==> src/ubi_pkg.sv <==
// constants, register map and field layout of the baud rate and interrupt core
// assumes one 125 MHz clock that serves both as bus clock and oscillator input
//
// Notes on behaviour
// (RL1) after its last access the host returns the serial clock pin low
// (RL2) low reset pulse over 40 ns returns all registers and outputs to defaults
// (RL3) fifo mode: tx irq pin high while free spaces below trigger, else low; code also holds it high when spaces equal trigger
// (RL4) non-fifo auto direction mode: irq high while holding byte waits, low when empty
// (RL5) rx irq high with no data in non-fifo; fifo mode high below trigger; code also high when level equals trigger
// (RL6) non-fifo receiver drives irq low while a received byte waits
// (RL7) reset leaves the block in non-fifo mode; software enables fifo mode
// (RL8) one oscillator clock feeds both rate generators; bus access needs no oscillator; code clocks the bus from the oscillator mclk_i
// (RL9) each channel has own generator and prescaler; modem control bit 7 picks /1 or /4
// (RL10) divisor from 1 to 65536 minus 1/16 in 1/16 steps gives sampling clock
// (RL11) sampling clock times transmitter bit shifting and receiver data sampling
// (RL12) reset divisor is one: low byte 01, high byte 00, fraction 00
// (RL13) low and high bytes give integer part, fraction register gives fraction
// (RL14) low four fraction bits select N sixteenths, 0000 to 1111
// (RL15) prescaler set gives one quarter of the bypassed data rate
// (RL16) 8x mode jitters one sixteenth when fraction is odd and nonzero
// (RL17) software programs the divisor at initialisation; reset value is unusable
// (RL18) fraction bits 5:4 pick sampling: 00 16x, 01 8x, 10 4x
// (RL19) 4x mode jitters one eighth when fraction odd, nonzero, not multiple of 4
// (RL20) divisor or prescaler writes restart the generator count from the new value
package ubi_pkg;

    // ****************************************
    // timing
    // ****************************************
    localparam int CLK_PERIOD_NS = 8;
    localparam int RESET_MIN_NS = 40;
    localparam int RESET_MIN_CYC = (RESET_MIN_NS + CLK_PERIOD_NS - 1) / CLK_PERIOD_NS;

    // ****************************************
    // register map, byte offsets inside one channel
    // ****************************************
    localparam logic [4:0] OFS_DIV_LO = 5'h00;
    localparam logic [4:0] OFS_DIV_HI = 5'h04;
    localparam logic [4:0] OFS_DIV_FRAC = 5'h08;
    localparam logic [4:0] OFS_MODEM_CTRL = 5'h0C;
    localparam logic [4:0] OFS_FIFO_CTRL = 5'h10;
    localparam logic [4:0] OFS_AUX_CTRL = 5'h14;
    localparam logic [4:0] OFS_TRIG = 5'h18;
    localparam logic [4:0] OFS_STATUS = 5'h1C;
    localparam int CH_SEL_BIT = 5;
    localparam int MAP_TOP_BIT = 6;

    // ****************************************
    // reset values
    // ****************************************
    localparam logic [7:0] RST_DIV_LO = 8'h01;
    localparam logic [7:0] RST_DIV_HI = 8'h00;
    localparam logic [7:0] RST_DIV_FRAC = 8'h00;
    localparam logic [7:0] RST_MODEM_CTRL = 8'h00;
    localparam logic [7:0] RST_FIFO_CTRL = 8'h00;
    localparam logic [7:0] RST_AUX_CTRL = 8'h00;
    localparam logic [6:0] RST_TX_TRIG = 7'h20;
    localparam logic [6:0] RST_RX_TRIG = 7'h20;

    // ****************************************
    // field positions
    // ****************************************
    localparam int FIFO_EN_BIT = 0;
    localparam int PRESC_BIT = 7;
    localparam int AUTO_DIR_BIT = 0;
    localparam int FRAC_MSB = 3;
    localparam int MODE_LSB = 4;
    localparam int MODE_MSB = 5;
    localparam int TX_TRIG_LSB = 0;
    localparam int RX_TRIG_LSB = 8;
    localparam int ST_TX_LSB = 0;
    localparam int ST_RX_LSB = 8;
    localparam int ST_IRQ_BIT = 16;
    localparam int ST_PRESC_BIT = 17;
    localparam int LVL_W = 7;

    // ****************************************
    // sampling modes and bus encodings
    // ****************************************
    typedef enum logic [1:0] {
        UBI_SAMP_16X = 2'b00,
        UBI_SAMP_8X = 2'b01,
        UBI_SAMP_4X = 2'b10
    } ubi_samp_t;
    localparam logic [4:0] SAMPLES_16X = 5'h10;
    localparam logic [4:0] SAMPLES_8X = 5'h08;
    localparam logic [4:0] SAMPLES_4X = 5'h04;
    localparam logic [20:0] SIXTEENTH_ONE = 21'h00_0010;
    localparam logic [1:0] PRESC_LAST = 2'h3;
    localparam logic [1:0] HTRANS_NONSEQ = 2'b10;
    localparam logic HRESP_OKAY = 1'b0;

endpackage

==> src/ubi_prescale.sv <==
// prescaler of one channel: passes every oscillator cycle or every fourth
// assumes restart_i pulses for one cycle when the divide ratio is rewritten
`timescale 1ns/1ns
module ubi_prescale (
    input wire logic mclk_i,
    input wire logic rst_n_i,
    input wire logic restart_i,
    input wire logic div4_i,
    output logic tick_o
);

    logic [1:0] cnt_r;

    // ****************************************
    // divide by one or four
    // ****************************************
    always_ff @(posedge mclk_i or negedge rst_n_i) begin
        if (!rst_n_i) begin
            cnt_r <= 2'h0;
        end else if (restart_i) begin
            cnt_r <= 2'h0; // RL20
        end else begin
            cnt_r <= cnt_r + 2'h1;
        end
    end

    always_ff @(posedge mclk_i or negedge rst_n_i) begin
        if (!rst_n_i) begin
            tick_o <= 1'b0;
        end else if (restart_i) begin
            tick_o <= 1'b0;
        end else begin
            tick_o <= div4_i ? (cnt_r == ubi_pkg::PRESC_LAST) : 1'b1; // RL9 RL15
        end
    end

endmodule // ubi_prescale

==> src/ubi_rate_gen.sv <==
// fractional rate generator of one channel: sampling tick and bit tick
// assumes in_tick_i comes from the prescaler and restart_i from a divisor write
`timescale 1ns/1ns
module ubi_rate_gen (
    input wire logic mclk_i,
    input wire logic rst_n_i,
    input wire logic restart_i,
    input wire logic in_tick_i,
    input wire logic [15:0] div_int_i,
    input wire logic [3:0] div_frac_i,
    input wire logic [1:0] mode_i,
    output logic samp_tick_o,
    output logic bit_tick_o
);

    logic [20:0] acc_r;
    logic [4:0] samp_cnt_r;
    logic [20:0] target;
    logic [20:0] acc_add;
    logic [4:0] samp_per_bit;

    // ****************************************
    // divisor in sixteenths, integer zero counts as 65536
    // ****************************************
    always_comb begin
        target = {1'b0, div_int_i, div_frac_i}; // RL13 RL14
        if (div_int_i == 16'h0000) begin
            target = {1'b1, 16'h0000, div_frac_i};
        end
        acc_add = acc_r + ubi_pkg::SIXTEENTH_ONE;
        case (mode_i) // RL18
            ubi_pkg::UBI_SAMP_8X: samp_per_bit = ubi_pkg::SAMPLES_8X;
            ubi_pkg::UBI_SAMP_4X: samp_per_bit = ubi_pkg::SAMPLES_4X;
            default: samp_per_bit = ubi_pkg::SAMPLES_16X;
        endcase
    end

    // ****************************************
    // accumulator: a tick each time a whole divisor has passed
    // ****************************************
    always_ff @(posedge mclk_i or negedge rst_n_i) begin
        if (!rst_n_i) begin
            acc_r <= 21'h00_0000;
            samp_tick_o <= 1'b0;
        end else if (restart_i) begin
            acc_r <= 21'h00_0000; // RL20
            samp_tick_o <= 1'b0;
        end else if (in_tick_i && acc_add >= target) begin
            acc_r <= acc_add - target; // RL10 RL16 RL19
            samp_tick_o <= 1'b1;
        end else if (in_tick_i) begin
            acc_r <= acc_add;
            samp_tick_o <= 1'b0;
        end else begin
            samp_tick_o <= 1'b0;
        end
    end

    // ****************************************
    // one bit time per 16, 8 or 4 sampling ticks
    // ****************************************
    always_ff @(posedge mclk_i or negedge rst_n_i) begin
        if (!rst_n_i) begin
            samp_cnt_r <= 5'h00;
            bit_tick_o <= 1'b0;
        end else if (restart_i) begin
            samp_cnt_r <= 5'h00;
            bit_tick_o <= 1'b0;
        end else if (samp_tick_o && samp_cnt_r + 5'h01 >= samp_per_bit) begin
            samp_cnt_r <= 5'h00; // RL11
            bit_tick_o <= 1'b1;
        end else if (samp_tick_o) begin
            samp_cnt_r <= samp_cnt_r + 5'h01;
            bit_tick_o <= 1'b0;
        end else begin
            bit_tick_o <= 1'b0;
        end
    end

endmodule // ubi_rate_gen

==> src/ubi_core.sv <==
// two-channel baud rate and interrupt core with an AHB-Lite register slave
// assumes mclk_i is both bus clock and oscillator, and channel status inputs are synchronous
//
// Added by the designer: the AHB-Lite interface to the registers and the address map.
`timescale 1ns/1ns
module ubi_core #(
    parameter int NCH = 2
) (
    input wire logic mclk_i,
    input wire logic rst_n_i,
    input wire logic hsel_i,
    input wire logic [31:0] haddr_i,
    input wire logic [1:0] htrans_i,
    input wire logic hwrite_i,
    input wire logic [2:0] hsize_i,
    input wire logic [31:0] hwdata_i,
    input wire logic hready_i,
    output logic hreadyout_o,
    output logic hresp_o,
    output logic [31:0] hrdata_o,
    input wire logic [NCH*7-1:0] tx_spaces_i,
    input wire logic [NCH*7-1:0] rx_level_i,
    input wire logic [NCH-1:0] thr_full_i,
    input wire logic [NCH-1:0] rhr_valid_i,
    output logic [NCH-1:0] irq_n_o,
    output logic [NCH-1:0] samp_tick_o,
    output logic [NCH-1:0] bit_tick_o,
    output logic [NCH*2-1:0] samp_mode_o
);

    // ****************************************
    // register storage, one entry per channel
    // ****************************************
    logic [7:0] div_lo_r [NCH];
    logic [7:0] div_hi_r [NCH];
    logic [7:0] div_frac_r [NCH];
    logic [7:0] modem_ctrl_r [NCH];
    logic [7:0] fifo_ctrl_r [NCH];
    logic [7:0] aux_ctrl_r [NCH];
    logic [6:0] tx_trig_r [NCH];
    logic [6:0] rx_trig_r [NCH];
    logic [NCH-1:0] restart_r;

    logic wr_pend_r;
    logic [4:0] wr_ofs_r;
    logic wr_ch_r;

    logic addr_phase;
    logic in_map;
    logic [4:0] a_ofs;
    logic a_ch;
    logic [NCH-1:0] presc_tick;
    logic [NCH-1:0] samp_tick;
    logic [NCH-1:0] bit_tick;
    logic [NCH-1:0] irq_n_nxt;

    // ****************************************
    // helpers
    // ****************************************
    function automatic logic [6:0] lvl(input logic [NCH*7-1:0] v, input int ch);
        lvl = v[ch*7 +: 7];
    endfunction

    function automatic logic is_ch_reg(input logic [4:0] ofs);
        is_ch_reg = (ofs == ubi_pkg::OFS_DIV_LO) || (ofs == ubi_pkg::OFS_DIV_HI) ||
            (ofs == ubi_pkg::OFS_DIV_FRAC) || (ofs == ubi_pkg::OFS_MODEM_CTRL);
    endfunction

    // ****************************************
    // bus decode
    // ****************************************
    always_comb begin
        addr_phase = hsel_i && hready_i && (htrans_i == ubi_pkg::HTRANS_NONSEQ);
        in_map = (haddr_i[31:ubi_pkg::MAP_TOP_BIT] == '0) &&
            (int'(haddr_i[ubi_pkg::CH_SEL_BIT]) < NCH);
        a_ofs = haddr_i[4:0];
        a_ch = haddr_i[ubi_pkg::CH_SEL_BIT];
    end

    // bus answers in zero wait states, always OKAY
    always_ff @(posedge mclk_i or negedge rst_n_i) begin
        if (!rst_n_i) begin
            hreadyout_o <= 1'b0;
            hresp_o <= ubi_pkg::HRESP_OKAY;
        end else begin
            hreadyout_o <= 1'b1; // RL8
            hresp_o <= ubi_pkg::HRESP_OKAY;
        end
    end

    // address phase of a write is kept for its data phase
    always_ff @(posedge mclk_i or negedge rst_n_i) begin
        if (!rst_n_i) begin
            wr_pend_r <= 1'b0;
            wr_ofs_r <= 5'h00;
            wr_ch_r <= 1'b0;
        end else begin
            wr_pend_r <= addr_phase && hwrite_i && in_map;
            wr_ofs_r <= a_ofs;
            wr_ch_r <= a_ch;
        end
    end

    // ****************************************
    // register writes
    // ****************************************
    always_ff @(posedge mclk_i or negedge rst_n_i) begin
        if (!rst_n_i) begin
            for (int c = 0; c < NCH; c++) begin
                div_lo_r[c] <= ubi_pkg::RST_DIV_LO; // RL2 RL12
                div_hi_r[c] <= ubi_pkg::RST_DIV_HI;
                div_frac_r[c] <= ubi_pkg::RST_DIV_FRAC;
                modem_ctrl_r[c] <= ubi_pkg::RST_MODEM_CTRL;
                fifo_ctrl_r[c] <= ubi_pkg::RST_FIFO_CTRL; // RL7
                aux_ctrl_r[c] <= ubi_pkg::RST_AUX_CTRL;
                tx_trig_r[c] <= ubi_pkg::RST_TX_TRIG;
                rx_trig_r[c] <= ubi_pkg::RST_RX_TRIG;
            end
        end else if (wr_pend_r) begin
            case (wr_ofs_r)
                ubi_pkg::OFS_DIV_LO: begin
                    div_lo_r[wr_ch_r] <= hwdata_i[7:0]; // RL13
                end
                ubi_pkg::OFS_DIV_HI: begin
                    div_hi_r[wr_ch_r] <= hwdata_i[7:0]; // RL13
                end
                ubi_pkg::OFS_DIV_FRAC: begin
                    div_frac_r[wr_ch_r] <= {2'b00, hwdata_i[5:0]}; // RL14 RL18
                end
                ubi_pkg::OFS_MODEM_CTRL: begin
                    modem_ctrl_r[wr_ch_r] <= hwdata_i[7:0]; // RL9
                end
                ubi_pkg::OFS_FIFO_CTRL: begin
                    fifo_ctrl_r[wr_ch_r] <= hwdata_i[7:0];
                end
                ubi_pkg::OFS_AUX_CTRL: begin
                    aux_ctrl_r[wr_ch_r] <= hwdata_i[7:0];
                end
                ubi_pkg::OFS_TRIG: begin
                    tx_trig_r[wr_ch_r] <= hwdata_i[ubi_pkg::TX_TRIG_LSB +: 7];
                    rx_trig_r[wr_ch_r] <= hwdata_i[ubi_pkg::RX_TRIG_LSB +: 7];
                end
                default: begin
                end
            endcase
        end
    end

    // a write to the divisor or prescaler restarts that channel's generator
    always_ff @(posedge mclk_i or negedge rst_n_i) begin
        if (!rst_n_i) begin
            restart_r <= '0;
        end else begin
            for (int c = 0; c < NCH; c++) begin
                restart_r[c] <= wr_pend_r && (int'(wr_ch_r) == c) && is_ch_reg(wr_ofs_r); // RL20
            end
        end
    end

    // ****************************************
    // read data, sampled in the address phase
    // ****************************************
    always_ff @(posedge mclk_i or negedge rst_n_i) begin
        if (!rst_n_i) begin
            hrdata_o <= 32'h0000_0000;
        end else if (addr_phase && !hwrite_i && in_map) begin
            case (a_ofs)
                ubi_pkg::OFS_DIV_LO: hrdata_o <= {24'h00_0000, div_lo_r[a_ch]};
                ubi_pkg::OFS_DIV_HI: hrdata_o <= {24'h00_0000, div_hi_r[a_ch]};
                ubi_pkg::OFS_DIV_FRAC: hrdata_o <= {24'h00_0000, div_frac_r[a_ch]};
                ubi_pkg::OFS_MODEM_CTRL: hrdata_o <= {24'h00_0000, modem_ctrl_r[a_ch]};
                ubi_pkg::OFS_FIFO_CTRL: hrdata_o <= {24'h00_0000, fifo_ctrl_r[a_ch]};
                ubi_pkg::OFS_AUX_CTRL: hrdata_o <= {24'h00_0000, aux_ctrl_r[a_ch]};
                ubi_pkg::OFS_TRIG: begin
                    hrdata_o <= {17'h0_0000, rx_trig_r[a_ch], 1'b0, tx_trig_r[a_ch]};
                end
                ubi_pkg::OFS_STATUS: begin
                    hrdata_o <= {14'h0000, modem_ctrl_r[a_ch][ubi_pkg::PRESC_BIT],
                        irq_n_o[a_ch], 1'b0, lvl(rx_level_i, int'(a_ch)), 1'b0,
                        lvl(tx_spaces_i, int'(a_ch))};
                end
                default: hrdata_o <= 32'h0000_0000;
            endcase
        end else begin
            hrdata_o <= 32'h0000_0000;
        end
    end

    // ****************************************
    // per-channel prescaler and rate generator
    // ****************************************
    for (genvar g = 0; g < NCH; g++) begin : g_ch
        ubi_prescale u_presc (
            .mclk_i(mclk_i),
            .rst_n_i(rst_n_i),
            .restart_i(restart_r[g]),
            .div4_i(modem_ctrl_r[g][ubi_pkg::PRESC_BIT]), // RL9 RL15
            .tick_o(presc_tick[g])
        );

        ubi_rate_gen u_rate (
            .mclk_i(mclk_i),
            .rst_n_i(rst_n_i),
            .restart_i(restart_r[g]),
            .in_tick_i(presc_tick[g]),
            .div_int_i({div_hi_r[g], div_lo_r[g]}), // RL10 RL13
            .div_frac_i(div_frac_r[g][ubi_pkg::FRAC_MSB:0]),
            .mode_i(div_frac_r[g][ubi_pkg::MODE_MSB:ubi_pkg::MODE_LSB]),
            .samp_tick_o(samp_tick[g]),
            .bit_tick_o(bit_tick[g])
        );
    end

    // ****************************************
    // interrupt pin: high means nothing pending
    // ****************************************
    always_comb begin
        for (int c = 0; c < NCH; c++) begin
            logic tx_high;
            logic rx_high;
            tx_high = 1'b1;
            rx_high = 1'b1;
            if (fifo_ctrl_r[c][ubi_pkg::FIFO_EN_BIT]) begin
                tx_high = (lvl(tx_spaces_i, c) <= tx_trig_r[c]); // RL3
                rx_high = (lvl(rx_level_i, c) <= rx_trig_r[c]); // RL5
            end else begin
                tx_high = aux_ctrl_r[c][ubi_pkg::AUTO_DIR_BIT] ? thr_full_i[c] : 1'b1; // RL4
                rx_high = !rhr_valid_i[c]; // RL5 RL6
            end
            irq_n_nxt[c] = tx_high && rx_high;
        end
    end

    always_ff @(posedge mclk_i or negedge rst_n_i) begin
        if (!rst_n_i) begin
            irq_n_o <= '1; // RL2
        end else begin
            irq_n_o <= irq_n_nxt;
        end
    end

    // ****************************************
    // timing outputs to transmitter and receiver
    // ****************************************
    always_ff @(posedge mclk_i or negedge rst_n_i) begin
        if (!rst_n_i) begin
            samp_tick_o <= '0;
            bit_tick_o <= '0;
            samp_mode_o <= '0;
        end else begin
            samp_tick_o <= samp_tick; // RL11
            bit_tick_o <= bit_tick;
            for (int c = 0; c < NCH; c++) begin
                samp_mode_o[c*2 +: 2] <= div_frac_r[c][ubi_pkg::MODE_MSB:ubi_pkg::MODE_LSB];
            end
        end
    end

endmodule // ubi_core

==> config.mk <==
export PLATFORM = sky130hd
export DESIGN_NAME = ubi_core
export DESIGN_NICKNAME = d
export VERILOG_FILES = /design/src/ubi_pkg.sv /design/src/ubi_prescale.sv /design/src/ubi_rate_gen.sv /design/src/ubi_core.sv
export SDC_FILE = /design/constraint.sdc
export NUM_CORES = 1
export LEC_CHECK = 0
export BUFFER_PORTS_ARGS = -buffer_cell sky130_fd_sc_hd__buf_2
export CAP_MARGIN = 0
export CORE_UTILIZATION = 57
export DETAILED_ROUTE_END_ITERATION = 8
export GPL_ROUTABILITY_DRIVEN = 1
export GPL_TIMING_DRIVEN = 1
export MAX_ROUTING_LAYER = met4
export PLACE_DENSITY = 0.89
export REMOVE_ABC_BUFFERS = 1
export SLEW_MARGIN = 10
export SYNTH_ARGS = -nofsm -noshare
export SYNTH_HDL_FRONTEND = slang
export SYNTH_SLANG_ARGS = --single-unit
==> constraint.sdc <==
create_clock -name mclk_i -period 3.9 [get_ports mclk_i]
set_input_delay 0.195 -clock mclk_i [delete_from_list [all_inputs] [get_ports mclk_i]]
set_output_delay 0.195 -clock mclk_i [all_outputs]
set_load 0.01 [all_outputs]
==> results of run 1 <==
[sequential cells by signal, indices dropped and copies added (netlist names), 4 cells and up]
name                    flops
samp_mode_o                 4
modem_ctrl_r               16
hrdata_o                   17
g_ch.u_rate.acc_r          42
fifo_ctrl_r                16
div_lo_r                   16
rx_trig_r                  14
div_hi_r                   16
div_frac_r                 12
g_ch.u_rate.samp_cnt_r     10
tx_trig_r                  14
aux_ctrl_r                 16
wr_ofs_r                    5
g_ch.u_presc.cnt_r          4
[metal layers]
metal	vias up	routed length, um	track usage, %
li1	5067	-	-
met1	5552	14500	39.1
met2	683	17600	49.5
met3	209	3560	7.63
met4	0	1990	14.7
met5	-	0	-
[area by class of cell]
type	count	area share [%]
diodes	2	0.0321
clock buffers	33	4.21
clock inverters	13	1.04
inverters	103	2.48
multi-input cells	965	48.7
flip-flops and latches	219	35.3
well taps	319	2.56
repair buffers	150	5.75
[synthesized netlist by cell type, types with 18 or more instances]
library cell / instances / area share (%)
dfrtp_1: 211 / 38
inv_1: 103 / 2.8
mux2_2: 102 / 8.4
nand2_1: 102 / 2.8
ha_1: 88 / 8.0
nor2_1: 79 / 2.2
o21ai_0: 61 / 2.2
a21oi_1: 52 / 1.9
xnor2_1: 47 / 3.0
clkbuf_1: 38 / 1.0
nand3_1: 33 / 1.2
mux4_2: 32 / 5.2
a21o_1: 24 / 1.3
and3_1: 22 / 1.0
nand4_1: 22 / 1.0
nor2b_1: 20 / 0.91
buf_4: 18 / 0.98
nand2b_1: 18 / 0.82
[stage by stage]
stage	setup WS [ns]	setup TNS (ns)	instances	utilization [%]
floorplan	-0.390	-1.65	1287	-
finish	0.192	0	1804	66.2
CTS	0.0678	0	1802	66.0
global route	-0.00466	-0.00466	1804	66.2
global placement	0.162	0	1739	61.8
detailed placement	0.0942	0	1739	61.8
[worst max-delay path by stage]
| stage | to | slack [ns] | cells after the start |
|---|---|---|---|
| after global placement | g_ch[0].u_rate.acc_r[9] | 0.16 | 14 |
| after global routing | g_ch[1].u_rate.acc_r[17] | -0.005 | 15 |
| after floorplan | g_ch[1].u_rate.acc_r[3] | -0.39 | 13 |
| after detailed placement | g_ch[0].u_rate.acc_r[9] | 0.09 | 14 |
| after CTS | g_ch[0].u_rate.acc_r[9] | 0.07 | 14 |
| final | g_ch[1].u_rate.acc_r[3] | 0.19 | 12 |
[cell families (layout without fill, tap and decap cells)]
kind of cell	count (synthesis)	after routing
mux	151	151
flops	219	219
buf+inv	174	299
compound gates	273	273
other cells	2	19
fa+ha+maj	90	90
xor+xnor	64	64
simple gates	370	370
[power groups by stage]
stage	combinational (uW)	clock, uW	sequential (uW)
detailed placement	4370	0	2980
finish	4540	2380	2960
CTS	4430	2390	2940
global placement	4250	0	2950
floorplan	3370	0	2910
global route	4990	2500	3000
[critical path, cell delays in order (launching register included)]
cell	delay, ns
dfrtp_1	0.41
ha_1	0.38
nand3_1	0.16
xnor2_1	0.17
ha_1	0.42
nand4_2	0.17
nor4_2	0.30
o31ai_1	0.13
and4b_1	0.23
o31ai_4	0.37
nand2_1	0.27
or3_1	0.43
a21oi_1	0.19
[repair_timing]
item,4_1_cts,5_1_grt
endpoints found under the setup margin,0,28
hold endpoints to repair,112,0
hold buffers,17,0
resized for setup,0,13
buffers inserted,0,0
==> summary.txt, run 1 <==
Global route
  – Vias in the first global route: approximately 11000
  – First-pass GRT wire length: 59300 um
  – GRT Util Overall: 31.8%
  – Gr ovfl total: 0
  – Antenna violations before repair: 2
  – Largest net degree at the start of global routing: 99

CTS
  – Reg clk slew, reported paths: roughly 0.060 ns
  – Max Root-Sink Buffers: 3
  – CTS tree: yes
  – CTS Buf Count: 25
  – CTS root buf: clkbuf_16
  – Worst skew pair latency: 0.56 ns
  – # H-tree levels: 1
  – CTS Sinks: 219

Placement
  – # port buffers: 113
  – Dpl hpwl: 25100 um
  – Cell area after placement: about 0.015 mm^2
  – Placer Congestion: 0.929

Synth
  – Post-synthesis xor/xnor area fraction: under 10%
  – Synth Cell Area: 0.0137 mm^2
  – Syn Inst Count: 1343
  – Synth warn: 0
  – Post-synthesis adder-cell area fraction: between 8 and 9%
  – Largest family of logic cells by synthesized area: multiplexers
  – Synth cell types: between 80 and 90
  – Simple-gate portion of the synthesized area: 13.5%
  – Most used DFF post-synth: dfrtp_1
  – Compound-Gate Fraction of Synth Area: 13.6%
  – Syn Area/Cell: 10.2 um^2
  – Multiplexer share of the synthesized area: 14.8%
  – Synth Register Bits: 219
  – Register area share after synthesis: 40.0%
  – Fraction of registers with async set or reset after synthesis: 100%
  – Number of enable flip-flop cells after synthesis: 0

Layout
  – Fraction of layout cells with a size suffix above 1: about a quarter
  – Commonest cells after routing, fill and taps aside: 210 x dfrtp_1, 112 x buf_2, 103 x inv_1, 102 x nand2_1, 102 x mux2_2
  – Most common cell after layout, fill and taps aside: dfrtp_1
  – Total Nets Final: 1660
  – Area Overhead vs Synth: 13.4%
  – Design Area, Final: 0.0156 mm^2
  – FF/Latch Area: 0.00549 mm^2
  – Fillers: around 1700
  – Area of the multi-input gates: between 0.007 and 0.008 mm^2

Die
  – Std cell rows: 56
  – Die Span Y: 157 um
  – Die width: 157 um
  – Initial Utilization: between 50% and 60%
  – Core ar.: 0.0235 mm^2
  – I/O pin cnt: 150
  – Die footprint: 0.0247 mm^2

Setup path
  – CP Capture Type: flip-flop
  – R2r setup slk: 0.19 ns
  – Critical path data arrival time: 4.17 ns
  – CP max FO: 8
  – CP startpoint kind: flip-flop
  – Crit Path Class: flip-flop to flip-flop
  – Worst r2r dst: g_ch[1].u_rate.acc_r[3]
  – R2r startpoint: g_ch[1].u_rate.acc_r[4]
  – Worst path required time: around 4.4 ns
  – CP startpoint: g_ch[1].u_rate.acc_r[4]
  – Cell depth of the worst flop-to-flop path: 12

Route
  – Routed len/inst: 20.9 um
  – Count of routing violations after the opening detailed-route iteration: 1660
  – DR vias: 11500
  – Routed Antenna Nets: 0
  – DRT Pass-1 Iters: 7
  – DR DRC count: 0
  – DR vias/cell: 6.38
  – Routed wire length: around 38000 um

STA
  – Final period utilization: a little over nine tenths
  – Max-slew headroom: approximately 16%
  – Worst hold slack: 0.0821 ns
  – Worst slew pin tran: 1.25 ns
  – Final setup viols: 0
  – Final count of hold timing violations: 0
  – Pins Over Slew Limit: 0
  – Layout Skew: 0.0407 ns
  – Achievable Freq: 0.270 GHz
  – Period minus WS final: approximately 3.7 ns

Power and ir drop
  – Sw Pwr: 3840 uW
  – Lkg Pwr: 0.00733 uW
  – Sequential share of power: between 20% and 30%
  – Sw Ratio: slightly below 40%
  – Worst VDD drop: 0.547 mV
  – Pwr Density: 634 mW/mm^2
  – P_int: 6040 uW
  – Clock Power Share: approximately a quarter
  – Logic pwr share: 45.9%
  – Pwr Total: slightly below 10000 uW

Worst hold path
  – Hold Path Class: primary input to flip-flop
  – Hold_sp: hwdata_i[6]
  – Hold endpoint: tx_trig_r[13]
  – Depth of the worst hold-timing path: 3

Run status
  – Outcome: completed

Run
  – Max cap viols: 0
No activity file was read; power rests on OpenSTA's default activity.
==> run 2, diff against run 1 <==
==> constraint.sdc (replaced) <==
create_clock -name mclk_i -period 3.8 [get_ports mclk_i]
set_input_delay 0.19 -clock mclk_i [delete_from_list [all_inputs] [get_ports mclk_i]]
set_output_delay 0.19 -clock mclk_i [all_outputs]
set_load 0.01 [all_outputs]
==> summary.txt, run 2 (synthesis gave the netlist of run 1 again) <==
Worst hold path
  – Hold Path Class: primary input to flip-flop
  – Hold_sp: hwdata_i[5]
  – Depth of the worst hold-timing path: 3 (unchanged)

Power and ir drop
  – P_int: 6290 uW (+4.2%)
  – Worst VDD drop: 0.421 mV (-23%)
  – Clock Power Share: 23.1% (-1.0 points)
  – Logic pwr share: 47.3% (+1.4 points)
  – Lkg Pwr: 0.00739 uW (+0.85%)
  – Sw Pwr: 3980 uW (+3.7%)
  – Sw Ratio: 38.8% (-0.12 points)
  – Pwr Density: 654 mW/mm^2 (+3.1%)
  – Sequential share of power: 29.6% (-0.3 points)

Run status
  – Outcome: completed

STA
  – Final setup viols: 0 (unchanged)
  – Max-slew headroom: 29.7% (+14 points)
  – Layout Skew: 0.0138 ns (-0.0269 ns)
  – Sum Neg Setup Slack: 0 ns (unchanged)
  – Achievable Freq: 0.276 GHz (+2.4%)
  – Worst slew pin tran: 1.05 ns (-0.200 ns)
  – Worst hold slack: 0.0658 ns (-0.0163 ns)
  – Final count of hold timing violations: 0 (unchanged)
  – Pins Over Slew Limit: 0 (unchanged)
  – Final period utilization: 95.3% (+0.19 points)
  – Period minus WS final: 3.62 ns (-0.0879 ns)

Setup path
  – R2r startpoint: g_ch[1].u_rate.acc_r[7]
  – Worst path required time: 4.22 ns (-0.14 ns)
  – Cell depth of the worst flop-to-flop path: 16 (+4)
  – Critical path data arrival time: 4.04 ns (-0.13 ns)
  – CP startpoint: g_ch[1].u_rate.acc_r[7]
  – Crit Path Class: flip-flop to flip-flop
  – CP max FO: 5 (-3)
  – CP Capture Type: flip-flop
  – CP startpoint kind: flip-flop

Layout
  – Commonest cells after routing, fill and taps aside: 211 x dfrtp_1, 112 x buf_2, 103 x inv_1, 102 x nand2_1, 102 x mux2_2
  – Max reg flops: 42 (unchanged)
  – Fraction of layout cells with a size suffix above 1: 24.2% (+0.83 points)
  – Largest reg by FF count: g_ch.u_rate.acc_r
  – Area Overhead vs Synth: 14.3%
  – Fillers: 1681 (-1.7%)
  – Total Nets Final: 1676 (+0.96%)
  – Most common cell after layout, fill and taps aside: dfrtp_1
  – Top flop regs: g_ch.u_rate.acc_r (42), hrdata_o (17)

CTS
  – Max Root-Sink Buffers: 3 (unchanged)
  – CTS Buf Count: 25 (unchanged)
  – CTS root buf: clkbuf_16
  – Worst skew pair latency: 0.53 ns (-0.03 ns)
  – CTS Sinks: 219 (unchanged)
  – # H-tree levels: 1 (unchanged)
  – Reg clk slew, reported paths: 0.06 ns (about the same)
  – CTS tree: yes

Route
  – Routed len/inst: 20.7 um (-0.87%)
  – DR DRC count: 0 (unchanged)
  – DR vias: 11600 (+0.35%)
  – DR vias/cell: 6.35 (-0.43%)
  – Count of routing violations after the opening detailed-route iteration: 1165 (-30%)
  – DRT Pass-1 Iters: 8 (+1)
  – Routed wire length: 37700 um (about the same)
  – Routed Antenna Nets: 0 (unchanged)

Placement
  – # port buffers: 113 (unchanged)
  – Dpl hpwl: 25500 um (+1.5%)
  – Placer Congestion: 0.976 (+5.0%)

Global route
  – Vias in the first global route: 11500 (+1.4%)
  – Gr ovfl total: 0 (unchanged)
  – Antenna violations before repair: 1 (-1)
  – Largest net degree at the start of global routing: 122 (+23%)
  – GRT Util Overall: 31.9% (+0.17 points)
  – First-pass GRT wire length: 59900 um (+1.0%)

Die
  – Core ar.: 0.0235 mm^2 (unchanged)
  – I/O pin cnt: 150 (unchanged)
  – Std cell rows: 56 (unchanged)
  – Die footprint: 0.0247 mm^2 (unchanged)
  – Initial Utilization: 58.4% (unchanged)
  – Die width: 157 um (unchanged)
  – Die Span Y: 157 um (unchanged)

Run
  – Max cap viols: 0 (unchanged)
[run 2: cell count changes in the layout (fill, tap and decap cells not counted), sizes merged]
cell | previous run | this run
buf | 133 | 149
clkbuf | 33 | 38
clkinv | 8 | 3
bufinv | 3 | 2
clkinvlp | 0 | 1
diode | 2 | 1
inv | 105 | 104
[run 2: worst max-delay path, cell delays in order, from the launching register on]
cell	delay (ns)
dfrtp_1	0.40
and4_4	0.26
and3_4	0.20
nand3_1	0.13
nor2_1	0.21
and3_1	0.23
xor2_1	0.22
ha_1	0.32
inv_1	0.13
o21ai_0	0.14
a21o_1	0.23
a21oi_2	0.19
o31ai_4	0.11
buf_4	0.15
buf_4	0.14
or2b_1	0.22
a311oi_1	0.24
[run 2: final cells by class]
cell class              count  area (um^2)  share of cell area [%]
repair buffers            166         1030                    6.55
clock buffers              38          694                    4.42
multi-input cells         965         7610                    48.5
flip-flops and latches    219         5490                    35.0
diodes                      1         2.50                  0.0159
inverters                 103          387                    2.46
clock inverters             7         91.3                   0.582
well taps                 319          399                    2.54
[run 2: through the flow]
stage	instance area [um^2]	total power (uW)	instances	utilization [%]	setup slack, ns
after detailed placement	14600	7660	1750	62.2	-0.0234
after CTS	15600	10100	1812	66.2	0.0410
after global placement	14600	7490	1750	62.2	0.116
after floorplan	13400	6440	1287	-	-0.490
after global routing	15700	10900	1818	66.7	-0.0561
final	15700	10300	1818	66.7	0.180
[run 2: what timing repair did]
action,4_1_cts,5_1_grt
endpoints found under the setup margin,3,41
buffers inserted,0,5
hold buffers,17,0
gates resized for setup,1,17
pin swaps,0,2
cloned,0,0
hold endpoints to repair,137,0
[run 2: power by group through the flow]
stage | sequential [uW] | combinational, uW | clock [uW]
finish | 3040 | 4860 | 2380
global route | 3080 | 5360 | 2490
floorplan | 2980 | 3460 | 0
detailed placement | 3050 | 4600 | 0
CTS | 3020 | 4680 | 2390
global placement | 3020 | 4470 | 0
[run 2: worst paths after layout]
path | slack (ns) | to
max | 0.18 | g_ch[1].u_rate.acc_r[17]
min in group asynchronous | 0.34 | samp_mode_o[1]
max in group asynchronous | 2.50 | irq_n_o[1]
min reg2reg | 0.34 | bit_tick_o[0]
max reg2reg | 0.18 | g_ch[1].u_rate.acc_r[17]
min | 0.07 | tx_trig_r[12]
[run 2: metal layers]
| layer | GRT usage, % | part of all wire (%) | up-vias |
|---|---|---|---|
| li1 | - | - | 5105 |
| met1 | 39.3 | 39 | 5596 |
| met2 | 49.4 | 46 | 656 |
| met3 | 7.30 | 9.0 | 194 |
| met4 | 16.0 | 5.5 | 0 |
| met5 | - | 0 | - |
